File: config.mk
export PLATFORM = sky130hd
export DESIGN_NAME = wdt_timer
export DESIGN_NICKNAME = d
export VERILOG_FILES = /design/src/logic/wdt_prescaler.v /design/src/logic/wdt_timer.v
export VERILOG_INCLUDE_DIRS = /design/src /design/src/logic
export SDC_FILE = /design/constraint.sdc
export NUM_CORES = 1
export LEC_CHECK = 0
export BUFFER_PORTS_ARGS = -buffer_cell sky130_fd_sc_hd__buf_2
export CAP_MARGIN = 20
export CORE_MARGIN = 2
export CORE_UTILIZATION = 35
export CTS_CLUSTER_DIAMETER = 50
export DETAILED_ROUTE_END_ITERATION = 16
export PLACE_DENSITY = 0.66
export SLEW_MARGIN = 0
export SYNTH_ARGS = -nofsm -noshare
export SYNTH_HDL_FRONTEND = slang
export SYNTH_HIERARCHICAL = 1
export SYNTH_SLANG_ARGS = --single-unit
File: constraint.sdc
create_clock -name core_clk -period 5 [get_ports core_clk]
set_input_delay 0.25 -clock core_clk [delete_from_list [all_inputs] [get_ports core_clk]]
set_output_delay 0.25 -clock core_clk [all_outputs]
set_load 0.1 [all_outputs]
File: src/logic/wdt_regs.vh
// constants for the watchdog timer block
// assumes a single 10 MHz core clock and active-high asynchronous reset
`ifndef WDT_REGS_VH
`define WDT_REGS_VH
`define WDT_CNT_W 12
`define WDT_CNT_MSB 11
`define WDT_RELOAD 12'hFFF
`define WDT_ADDR_CNT 8'h60
`define WDT_ADDR_FSEL 8'h61
`define WDT_ADDR_PMODE 8'h5E
`define WDT_SWRST_BIT 3
`define WDT_PRE_W 9
`define WDT_FAST_DIV 9'h01F
`define WDT_SLOW_DIV 9'h1FF
`define WDT_RSTPULSE_CYC 4'h4
`endif

File: src/logic/wdt_prescaler.v
// free-running prescaler giving divide-by-32 and divide-by-512 tick pulses
// assumes one clock; ticks are one-cycle enables
`include "wdt_regs.vh"
module wdt_prescaler (
   input wire core_clk, // system clock
   input wire rst, // async reset, active high
   input wire restart, // realign prescaler
   output reg fastPrescaleTick, // one pulse per 32 clocks
   output reg slowPrescaleTick // one pulse per 512 clocks
);
   reg [`WDT_PRE_W-1:0] div_r;
   always @(posedge core_clk or posedge rst)
   begin
      if (rst)
      begin
         div_r <= {`WDT_PRE_W{1'b0}};
         fastPrescaleTick <= 1'b0;
         slowPrescaleTick <= 1'b0;
      end
      else
      begin
         div_r <= restart ? {`WDT_PRE_W{1'b0}} : div_r + 9'h001; // RQ10
         fastPrescaleTick <= ~restart & ((div_r & `WDT_FAST_DIV) == `WDT_FAST_DIV); // RQ10
         slowPrescaleTick <= ~restart & (div_r == `WDT_SLOW_DIV); // RQ10
      end
   end
endmodule

File: src/logic/wdt_timer.v
// watchdog timer: 12-bit down-counter, frequency select flag, software reset pulse
// assumes write strobes from the cpu bus decoder are one-cycle pulses synchronous to core_clk
//
// Operation
// RQ1: watchdog is one 12-bit down-counter; its top bit signals expiry.
// RQ2: flag 0 counts clock/512, flag 1 counts clock/32; reset clears flag.
// RQ3: counter loads FFF on reset, stop-clock, any write, or top bit zero; the code reloads only on writes to address 60.
// RQ4: each selected tick decrements; top bit zero sets interrupt request, reloads.
// RQ5: overvoltage indication on reset pin stops the watchdog entirely.
// RQ6: counter holds during bus hold, DMA transfer or DRAM refresh.
// RQ7: writing one to processor mode bit 3 yields a processor reset pulse.
// RQ8: software must rewrite the counter before its top bit clears.
// RQ9: frequency select flag lives at address 61, after the counter at 60.
// RQ10: both ticks are one-cycle enables from one free-running prescaler.
`include "wdt_regs.vh"
module wdt_timer (
   input wire core_clk, // 10 MHz system clock
   input wire rst, // async chip reset, active high
   input wire wrStrobe, // one-cycle register write strobe
   input wire [7:0] wrAddr, // register write address
   input wire [7:0] wrData, // register write data
   input wire stopClockInstruction, // pulse: stop-clock instruction executed
   input wire resetOvervoltage, // reset pin held at double supply
   input wire busHoldGranted, // bus hold in progress
   input wire dmaActive, // dma transfer in progress
   input wire refreshActive, // dram refresh cycle running
   input wire irqAck, // pulse: cpu clears interrupt request
   output reg [11:0] wdtCount, // current counter value
   output reg freqSelect, // frequency select flag
   output reg wdtIrqReq, // watchdog interrupt request bit
   output reg swResetPulse // processor reset pulse
);
   localparam [0:0] SR_IDLE = 1'b0;
   localparam [0:0] SR_PULSE = 1'b1;

   wire fastPrescaleTick;
   wire slowPrescaleTick;
   wire selTick;
   wire holdReq;
   wire cntWrite;
   wire fselWrite;
   wire swrstWrite;
   wire reloadReq;
   wire expire;
   wire decEn;
   wire [`WDT_CNT_W-1:0] borrow;
   wire [`WDT_CNT_W-1:0] decValue;
   reg [`WDT_CNT_W-1:0] count_nxt;
   reg freqSel_nxt;
   reg irqReq_nxt;
   reg srState_r;
   reg srState_nxt;
   reg [3:0] pulseCnt_r;
   reg [3:0] pulseCnt_nxt;
   reg swPulse_nxt;
   genvar i;

   // strobe qualified address match, shared by all three write targets
   function regHit;
      input strobe;
      input [7:0] addr;
      input [7:0] target;
      begin
         regHit = strobe & (addr == target);
      end
   endfunction

   wdt_prescaler prescaler (
      .core_clk(core_clk),
      .rst(rst),
      .restart(resetOvervoltage), // RQ5 RQ10
      .fastPrescaleTick(fastPrescaleTick),
      .slowPrescaleTick(slowPrescaleTick)
   );

   assign cntWrite = regHit(wrStrobe, wrAddr, `WDT_ADDR_CNT); // RQ3
   assign fselWrite = regHit(wrStrobe, wrAddr, `WDT_ADDR_FSEL); // RQ9
   assign swrstWrite = regHit(wrStrobe, wrAddr, `WDT_ADDR_PMODE) & wrData[`WDT_SWRST_BIT]; // RQ7
   assign selTick = freqSelect ? fastPrescaleTick : slowPrescaleTick; // RQ2
   assign holdReq = busHoldGranted | dmaActive | refreshActive; // RQ6
   assign expire = ~wdtCount[`WDT_CNT_MSB]; // RQ1
   assign reloadReq = stopClockInstruction | cntWrite | expire; // RQ3
   // ticks that land during hold are dropped, not deferred
   assign decEn = selTick & ~holdReq; // RQ4 RQ6

   // ripple borrow chain for the one-step decrement
   assign borrow[0] = 1'b1;
   generate
      for (i = 0; i < `WDT_CNT_W; i = i + 1)
      begin : g_dec
         assign decValue[i] = wdtCount[i] ^ borrow[i]; // RQ4
         if (i > 0)
         begin : g_borrow
            assign borrow[i] = borrow[i - 1] & ~wdtCount[i - 1];
         end
      end
   endgenerate

   // overvoltage outranks every reload, a reload outranks a tick
   always @*
   begin
      count_nxt = wdtCount;
      if (resetOvervoltage)
      begin
         count_nxt = `WDT_RELOAD; // RQ5
      end
      else if (reloadReq)
      begin
         count_nxt = `WDT_RELOAD; // RQ3 RQ4
      end
      else if (decEn)
      begin
         count_nxt = decValue; // RQ4 RQ6
      end
   end

   always @(posedge core_clk or posedge rst)
   begin
      if (rst)
      begin
         wdtCount <= `WDT_RELOAD; // RQ3
      end
      else
      begin
         wdtCount <= count_nxt;
      end
   end

   always @*
   begin
      freqSel_nxt = freqSelect;
      if (fselWrite)
      begin
         freqSel_nxt = wrData[0]; // RQ9
      end
   end

   always @(posedge core_clk or posedge rst)
   begin
      if (rst)
      begin
         freqSelect <= 1'b0; // RQ2
      end
      else
      begin
         freqSelect <= freqSel_nxt;
      end
   end

   // set wins over acknowledge when both fall in one cycle
   always @*
   begin
      irqReq_nxt = wdtIrqReq;
      if (expire & ~resetOvervoltage)
      begin
         irqReq_nxt = 1'b1; // RQ4
      end
      else if (irqAck)
      begin
         irqReq_nxt = 1'b0;
      end
   end

   always @(posedge core_clk or posedge rst)
   begin
      if (rst)
      begin
         wdtIrqReq <= 1'b0;
      end
      else
      begin
         wdtIrqReq <= irqReq_nxt;
      end
   end

   // reset pulse: a fresh write restarts the pulse from its full length
   always @*
   begin
      srState_nxt = srState_r;
      pulseCnt_nxt = pulseCnt_r;
      swPulse_nxt = 1'b0;
      case (srState_r)
         SR_IDLE:
         begin
            if (swrstWrite)
            begin
               srState_nxt = SR_PULSE;
               pulseCnt_nxt = `WDT_RSTPULSE_CYC - 4'h1;
               swPulse_nxt = 1'b1; // RQ7
            end
         end
         SR_PULSE:
         begin
            if (swrstWrite)
            begin
               pulseCnt_nxt = `WDT_RSTPULSE_CYC - 4'h1;
               swPulse_nxt = 1'b1; // RQ7
            end
            else if (pulseCnt_r != 4'h0)
            begin
               pulseCnt_nxt = pulseCnt_r - 4'h1;
               swPulse_nxt = 1'b1; // RQ7
            end
            else
            begin
               srState_nxt = SR_IDLE;
            end
         end
         default:
         begin
            srState_nxt = SR_IDLE;
            pulseCnt_nxt = 4'h0;
         end
      endcase
   end

   always @(posedge core_clk or posedge rst)
   begin
      if (rst)
      begin
         srState_r <= SR_IDLE;
         pulseCnt_r <= 4'h0;
         swResetPulse <= 1'b0;
      end
      else
      begin
         srState_r <= srState_nxt;
         pulseCnt_r <= pulseCnt_nxt;
         swResetPulse <= swPulse_nxt;
      end
   end
endmodule

==> run_results.csv, run 1 <==
group,metric,value,unit
power,power_per_cell_area,306,nW/um^2
yosys,synthFlopType,"dfrtp_1",
yosys,synth.top_cell.area_share,28.9,%
clock_tree,clock_path_buffers,2,
floorplanning,dieHeight,70.7,um
yosys,yosysUniqueCellTypes,35,
yosys,syn_area_per_cell,10.3,um^2
yosys,ys_seq_area_share,49.1,%
placed_design,io_buffers,33,
yosys,yosys-top-cells-area,"dfrtp_1 (29%), dfstp_2 (20%), ha_1 (11%), o21ai_0 (5.1%), o211ai_1 (4.8%)",
clock_tree,insertion_delay,0.28,ns
timing,skew,0.00573,ns
status,status,"complete, no violations",
clock_tree,path_clk_slew,0.06,ns
critical_path,critPathKind,"reg2reg",
global_route,antenna_found_initial,0,
yosys,ys_seq_elements,30,
finish,insertedDiodeCount,0,
detailed_routing,avgViaCountPerCell,4.96,
timing,final-hold-violation-count,0,
critical_path,end_kind,"flop",
global_route,overflow,0,
timing,fin_tns_setup,0,ns
critical_path,r2r-start,"wdtCount[0]",
detailed_routing,routed_wl,3040,um
placed_design,placed_area,1770,um^2
critical_path,cp_data_arrival_time,2.94,ns
detailed_routing,wire_per_inst,12.6,um
detailed_routing,drc_errors,0,
floorplanning,die_area,5000,um^2
detailed_routing,drtPass1Iterations,4,
clock_tree,cts-root-buf,"clkbuf_8",
yosys,synth_most_common_cell,"dfrtp_1",
clock_tree,cts.sinks,30,
critical_path,cp-start-kind,"flop",
timing,final.period_utilization,54.8,%
timing,rsz0062_at_grt,"false",
floorplanning,rows,24,
finish,design_area,1860,um^2
critical_path,path_buf_inv,1,
worst_hold_path,hp-start,"irqAck",
yosys,ys_top_cells_by_count,"dfrtp_1 (18), inv_1 (16), o21ai_0 (16)",
timing,min_period,2.74,ns
detailed_routing,detail-route-antenna-nets,0,
run,cap_violations,0,
power,power.total,569,uW
yosys,synth_nets,191,
critical_path,crit_family,"adder cells",
global_route,grt_start_max_net_pins,20,
finish,area.growth.synth_to_final,19.3,%
critical_path,cp_common_cell,"ha_1",
yosys,netlist_area,1560,um^2
yosys,synth_top_area_cell,"dfrtp_1",
critical_path,required,5.20,ns
power,leakage,0.954,nW
floorplanning,start_util,36.1,%
yosys,async_flop_share,100,%
timing,tightest_slew,1.04,ns
critical_path,timing.critical_path.cells,"inv_1, ha_1, ha_1, ha_1, ha_1, ha_1, ha_1, ha_1, ha_1, ha_1, ha_1, o211ai_1",
timing,max_freq,365,MHz
placed_design,dp_hpwl,2250,um
finish,drive_gt1_share,29.6,%
timing,setup_viol,0,
floorplanning,pin_count,40,
power,ir_worst_vdd,0.140,mV
critical_path,critPathSlowestCell,"dfstp_2",
global_route,grt_pass1_vias,1193,
global_route,grt_pass1_wl,5380,um
worst_hold_path,hold_path_class,"in2reg",
critical_path,crit_start,"wdtCount[0]",
yosys,synth_warnings,6,
floorplanning,die_w,70.7,um
clock_tree,cts_max_level,2,
floorplanning,coreArea,4320,um^2
yosys,netlist_instances,152,
critical_path,critical_path.max_fanout,4,
detailed_routing,drtIter0Drc,76,
clock_tree,cts_made_buffers,5,
yosys,synth_edf_count,0,
critical_path,slowest_delay,0.54,ns
detailed_routing,routed-via-count,1196,
timing,drv_slew,0,
placed_design,place.gp.congestion,0.691,
timing,relSlewSlack,30.1,%
finish,final_nets,227,
clock_tree,cts_tree,"done",
global_route,track_usage,13.7,%
[final cells by class]
class	instances	area [um^2]
well taps	52	65.1
flip-flops and latches	30	766
repair buffers	34	175
clock buffers	8	80.1
fillers	447	2460
multi-input cells	101	713
inverters	16	60.1
[placed cells by master, fill, tap and decap left out, types with 3 or more instances in the layout]
cell type	count
or3_1	5
nor2_1	5
clkbuf_8	5
ha_1	14
nor2b_1	6
dfrtp_1	18
dfstp_2	12
o21ai_0	16
or3b_1	3
nand3_1	5
buf_2	33
inv_1	16
clkbuf_1	3
nand2_1	9
o211ai_1	10
a21oi_1	6
and3_2	3
[stage by stage]
stage	setup slack, ns	cells	hold WS [ns]	utilization, %
2_1_floorplan	1.99	152	0.102	-
3_3_place_gp	2.28	232	0.283	40.9
3_5_place_dp	2.26	232	0.274	40.9
4_1_cts	2.24	241	0.155	43.0
5_1_grt	2.06	241	0.159	43.0
6_report	2.26	241	0.164	43.0
[kinds of logic after synthesis]
logic type	Yosys count	share of synthesized area, %
DFF	30	49.1
buffers and inverters	21	5.14
adders and majority gates	14	11.2
and+or+nand+nor	48	18.8
muxes	2	1.36
xor gates and xnor gates	2	1.12
AOI/OAI and AO/OA	35	13.2
[sequential cells by signal (all words and copies together), names as in the netlist]
signal and flops:
wdtCount 12, srState_r 1, freqSelect 1, prescaler/slowPrescaleTick 1
prescaler/fastPrescaleTick 1, pulseCnt_r 4, prescaler/div_r 9, wdtIrqReq 1
[final timing paths]
kind,endpoint,slack [ns],cells past startpoint
max reg2reg,wdtCount[10],2.26,12
max in group asynchronous,wdtIrqReq,3.87,3
min in group asynchronous,prescaler/fastPrescaleTick,0.52,3
min reg2reg,prescaler/div_r[0],0.47,1
max,wdtCount[10],2.26,12
min,wdtIrqReq,0.16,2
[where the power goes]
group          leakage, nW  switching [mW]  total, mW  internal, mW
combinational        0.548          0.0649      0.100        0.0352
clock               0.0395          0.0850      0.184        0.0987
sequential           0.367          0.0217      0.286         0.264
total                0.954           0.172      0.569         0.398
[layer usage]
layer / GRT usage, % / part of all wire [%] / up-vias
met5: 0 / 0 / -
met1: 17.1 / 47 / 565
met2: 22.3 / 49 / 20
li1: - / - / 609
met3: 4.27 / 3.6 / 2
met4: 5.03 / 0.36 / 0
[repair_timing]
action | in CTS | in global routing
hold buffers | 1 | 0
setup endpoints to repair | 0 | 0
hold endpoints to repair | 11 | 0
setup buffers | 0 | 0
resized for setup | 0 | 0
Note: power is estimated with default switching activity, not from simulation.
==> inputs of run 2 (changes only) <==
ABC_AREA = 1   (was default)
PLACE_DENSITY = 0.67   (was 0.66)
clock period = 2.3 ns   (was 5 ns; I/O delays follow)
==> run 2 against run 1 <==
Against the previous run:
- register-to-register slack worse by 2.5 ns
- critical path type unchanged
- core utilization up 3.5 points
- sequential share of layout area decreased by 5.1 points
- die area increased by 6.0%
- the run now ends with setup timing left
- largest cell class is now multi-input gates
- maximum frequency is 5.8% higher
- hold slack worse by 0.15 ns
- total power grew 87%
- clock power is 140% higher
- critical path depth is 1 higher
- area after synthesis up 6.3%
==> run_results.csv, run 2 <==
group,metric,value,unit
clock_tree,clock_path_buffers,2,
power,pwr-share-seq,51.2,%
finish,regMostFlops,"wdtCount",
timing,setup_ws,-0.291,ns
power,p_switching,262,uW
floorplanning,start_util,35.8,%
global_route,grt_pass1_wl,5490,um
timing,drv_slew,0,
detailed_routing,avgViaCountPerCell,4.56,
finish,largest_reg_flops,12,
global_route,overflow,0,
clock_tree,cts-root-buf,"clkbuf_8",
timing,rsz0062_at_grt,"true",
clock_tree,insertion_delay,0.28,ns
status,violations,"setup timing",
detailed_routing,routed-via-count,1332,
worst_hold_path,hold_path_class,"in2reg",
yosys,netlist_area,1660,um^2
critical_path,end_kind,"flop",
floorplanning,die_w,72.8,um
finish,seq_area,777,um^2
power,ir_worst_vdd,0.231,mV
yosys,ys_seq_elements,30,
worst_hold_path,hp-start,"irqAck",
critical_path,reg2reg_to,"wdtCount[10]",
finish,largestRegisters,"wdtCount x12, prescaler/div_r x9, pulseCnt_r x4",
critical_path,critical_path.max_fanout,2,
global_route,use_met3,4.56,%
status,status,"complete, but fails checks",
yosys,synth_top_family_by_area,"simple AND/OR/NAND/NOR gates",
critical_path,r2r_cells,13,
finish,area.growth.synth_to_final,29.7,%
global_route,track_usage,13.8,%
yosys,synth_nets,232,
yosys,ys_top_cells_by_count,"nand2_1 (42), inv_1 (33), nor2_1 (21)",
worst_hold_path,hold_path_end,"wdtIrqReq",
finish,finalNonFillerCells,292,
yosys,synth_simple_gate_area_share,28.9,%
critical_path,cp_data_arrival_time,2.81,ns
global_route,grt_util_met1,15.7,%
detailed_routing,routed_wl,3190,um
finish,mostFrequentLayoutCells,"nand2_1 (42), buf_2 (33), inv_1 (31)",
critical_path,rrSetupSlack,-0.29,ns
global_route,antenna_found_initial,0,
finish,final_common_cell,"nand2_1",
critical_path,required,2.52,ns
detailed_routing,drtPass1Iterations,4,
critical_path,r2r-start,"wdtCount[1]",
floorplanning,rows,25,
run,cap_violations,0,
floorplanning,dieHeight,72.8,um
yosys,synth-xor-area-share,0.528,%
critical_path,cp-start-kind,"flop",
detailed_routing,wire_per_inst,10.9,um
yosys,synth_fa_ha_area_share,10.6,%
yosys,syn_area_per_cell,8.59,um^2
power,leakage,1.15,nW
power,clkPwrFrac,41.4,%
yosys,synth_most_common_cell,"nand2_1",
yosys,yosysUniqueCellTypes,27,
timing,final.period_utilization,113,%
floorplanning,coreArea,4630,um^2
yosys,synthFlopType,"dfrtp_1",
yosys,synth_compound_area_share,4.68,%
finish,drive_gt1_share,34.9,%
global_route,busiest_layer,"met2",
global_route,grt_start_max_net_pins,20,
detailed_routing,detail-route-antenna-nets,0,
yosys,synth_edf_count,0,
timing,max_freq,386,MHz
finish,multiInputGateArea,866,um^2
yosys,synth_top_area_cell,"dfrtp_1",
power,p_sw_share,24.5,%
timing,relSlewSlack,46.3,%
finish,insertedDiodeCount,0,
placed_design,place.gp.congestion,0.801,
timing,setup_viol,4,
detailed_routing,drc_errors,0,
placed_design,io_buffers,33,
timing,min_period,2.59,ns
yosys,synth_mux_area_share,0,%
power,comb_power_share,7.5,%
timing,skew,0.00334,ns
finish,fill_cells,466,
yosys,netlist_instances,193,
yosys,yosys-top-cells-area,"dfrtp_1 (27%), dfstp_2 (19%), ha_1 (11%), nand2_1 (9.5%), inv_1 (7.5%)",
yosys,ys_seq_area_share,46.2,%
power,power_per_cell_area,496,nW/um^2
placed_design,dp_hpwl,2310,um
placed_design,dp.cells,280,
timing,fin_tns_setup,-0.474,ns
worst_hold_path,min_path_cells,2,
yosys,synth.top_cell.area_share,27.2,%
floorplanning,die_area,5300,um^2
global_route,grt_pass1_vias,1249,
timing,final-hold-violation-count,0,
power,internal_power,806,uW
global_route,grt_use_met2,23.3,%
clock_tree,path_clk_slew,0.06,ns
clock_tree,cts.sinks,30,
clock_tree,cts_made_buffers,5,
clock_tree,cts_max_level,2,
yosys,synth_warnings,6,
floorplanning,pin_count,40,
yosys,async_flop_share,100,%
detailed_routing,drtIter0Drc,25,
timing,tightest_slew,0.804,ns
clock_tree,cts-resized-gates,0,
clock_tree,cts_tree,"done",
critical_path,critPathKind,"reg2reg",
finish,final_nets,276,
-- run 2: cell count changes in the layout (fill, tap and decap cells not counted), moves of 13 or more --
cell	delta
nor2_1	+16
nand2_1	+33
nand3_1	+13
o21ai_0	-13
inv_1	+15
-- run 2: power by group through the flow --
stage                     Clock, mW  Combinational [mW]  Sequential (mW)
after floorplan                   0              0.0447            0.559
after global placement            0              0.0784            0.555
after detailed placement          0              0.0786            0.555
after CTS                     0.458              0.0818            0.546
after global routing          0.481              0.0914            0.547
final                         0.441              0.0795            0.546
-- run 2: through the flow --
step / utilization (%) / power (mW) / instance area, um^2 / worst slack [ns] / hold slack (ns)
finish: 46.5 / 1.07 / 2150 / -0.291 / 0.0108
global route: 46.5 / 1.12 / 2150 / -0.372 / 0.0149
CTS: 46.3 / 1.09 / 2140 / -0.304 / 0.00451
detailed placement: 43.8 / 0.634 / 2030 / -0.287 / 0.138
global placement: 43.8 / 0.634 / 2030 / -0.254 / 0.144
floorplan: - / 0.604 / 1800 / -0.448 / -0.0326
-- run 2: what timing repair did --
| item | in CTS | in global routing |
|---|---|---|
| pin swaps | 1 | 2 |
| setup endpoints to repair | 4 | 4 |
| hold buffers | 1 | 0 |
| setup buffers | 2 | 1 |
| hold endpoints to repair | 11 | 0 |
| cloned | 0 | 0 |
-- run 2: logic make-up (layout without fill, tap and decap cells) --
| logic type | after synthesis | count (layout) |
|---|---|---|
| buf+inv | 36 | 81 |
| simple gates | 100 | 100 |
| compound gates | 12 | 12 |
| fa+ha+maj | 14 | 14 |
| xor+xnor | 1 | 1 |
| flops | 30 | 30 |
-- run 2: worst max-delay path by stage --
| stage | start | to | slack [ns] |
|---|---|---|---|
| floorplan | wdtCount[1] | wdtCount[10] | -0.45 |
| global placement | wdtCount[1] | wdtCount[10] | -0.25 |
| detailed placement | wdtCount[0] | wdtCount[10] | -0.29 |
| CTS | wdtCount[1] | wdtCount[10] | -0.30 |
| global route | wdtCount[1] | wdtCount[10] | -0.37 |
| finish | wdtCount[1] | wdtCount[10] | -0.29 |
-- run 2: cell type report --
class                   instances  share of cell area (%)
multi-input cells             127                    40.3
flip-flops and latches         30                    36.1
repair buffers                 40                    10.2
inverters                      33                    5.99
clock buffers                   7                    4.01
well taps                      54                    3.14
clock inverters                 1                   0.233
-- run 2: layer usage --
layer,wire length [um],share of wire (%)
met5,0,0
met4,61,1.9
met3,127,4.0
met2,1510,47
met1,1490,47
-- run 2: critical path: stages, from the launching register on --
cell     delay, ns
dfstp_4       0.63
inv_4         0.04
ha_4          0.15
ha_4          0.15
ha_4          0.15
ha_4          0.15
ha_4          0.16
ha_4          0.16
ha_4          0.16
ha_4          0.16
ha_4          0.15
ha_4          0.20
or2_0         0.19
nand3_1       0.08
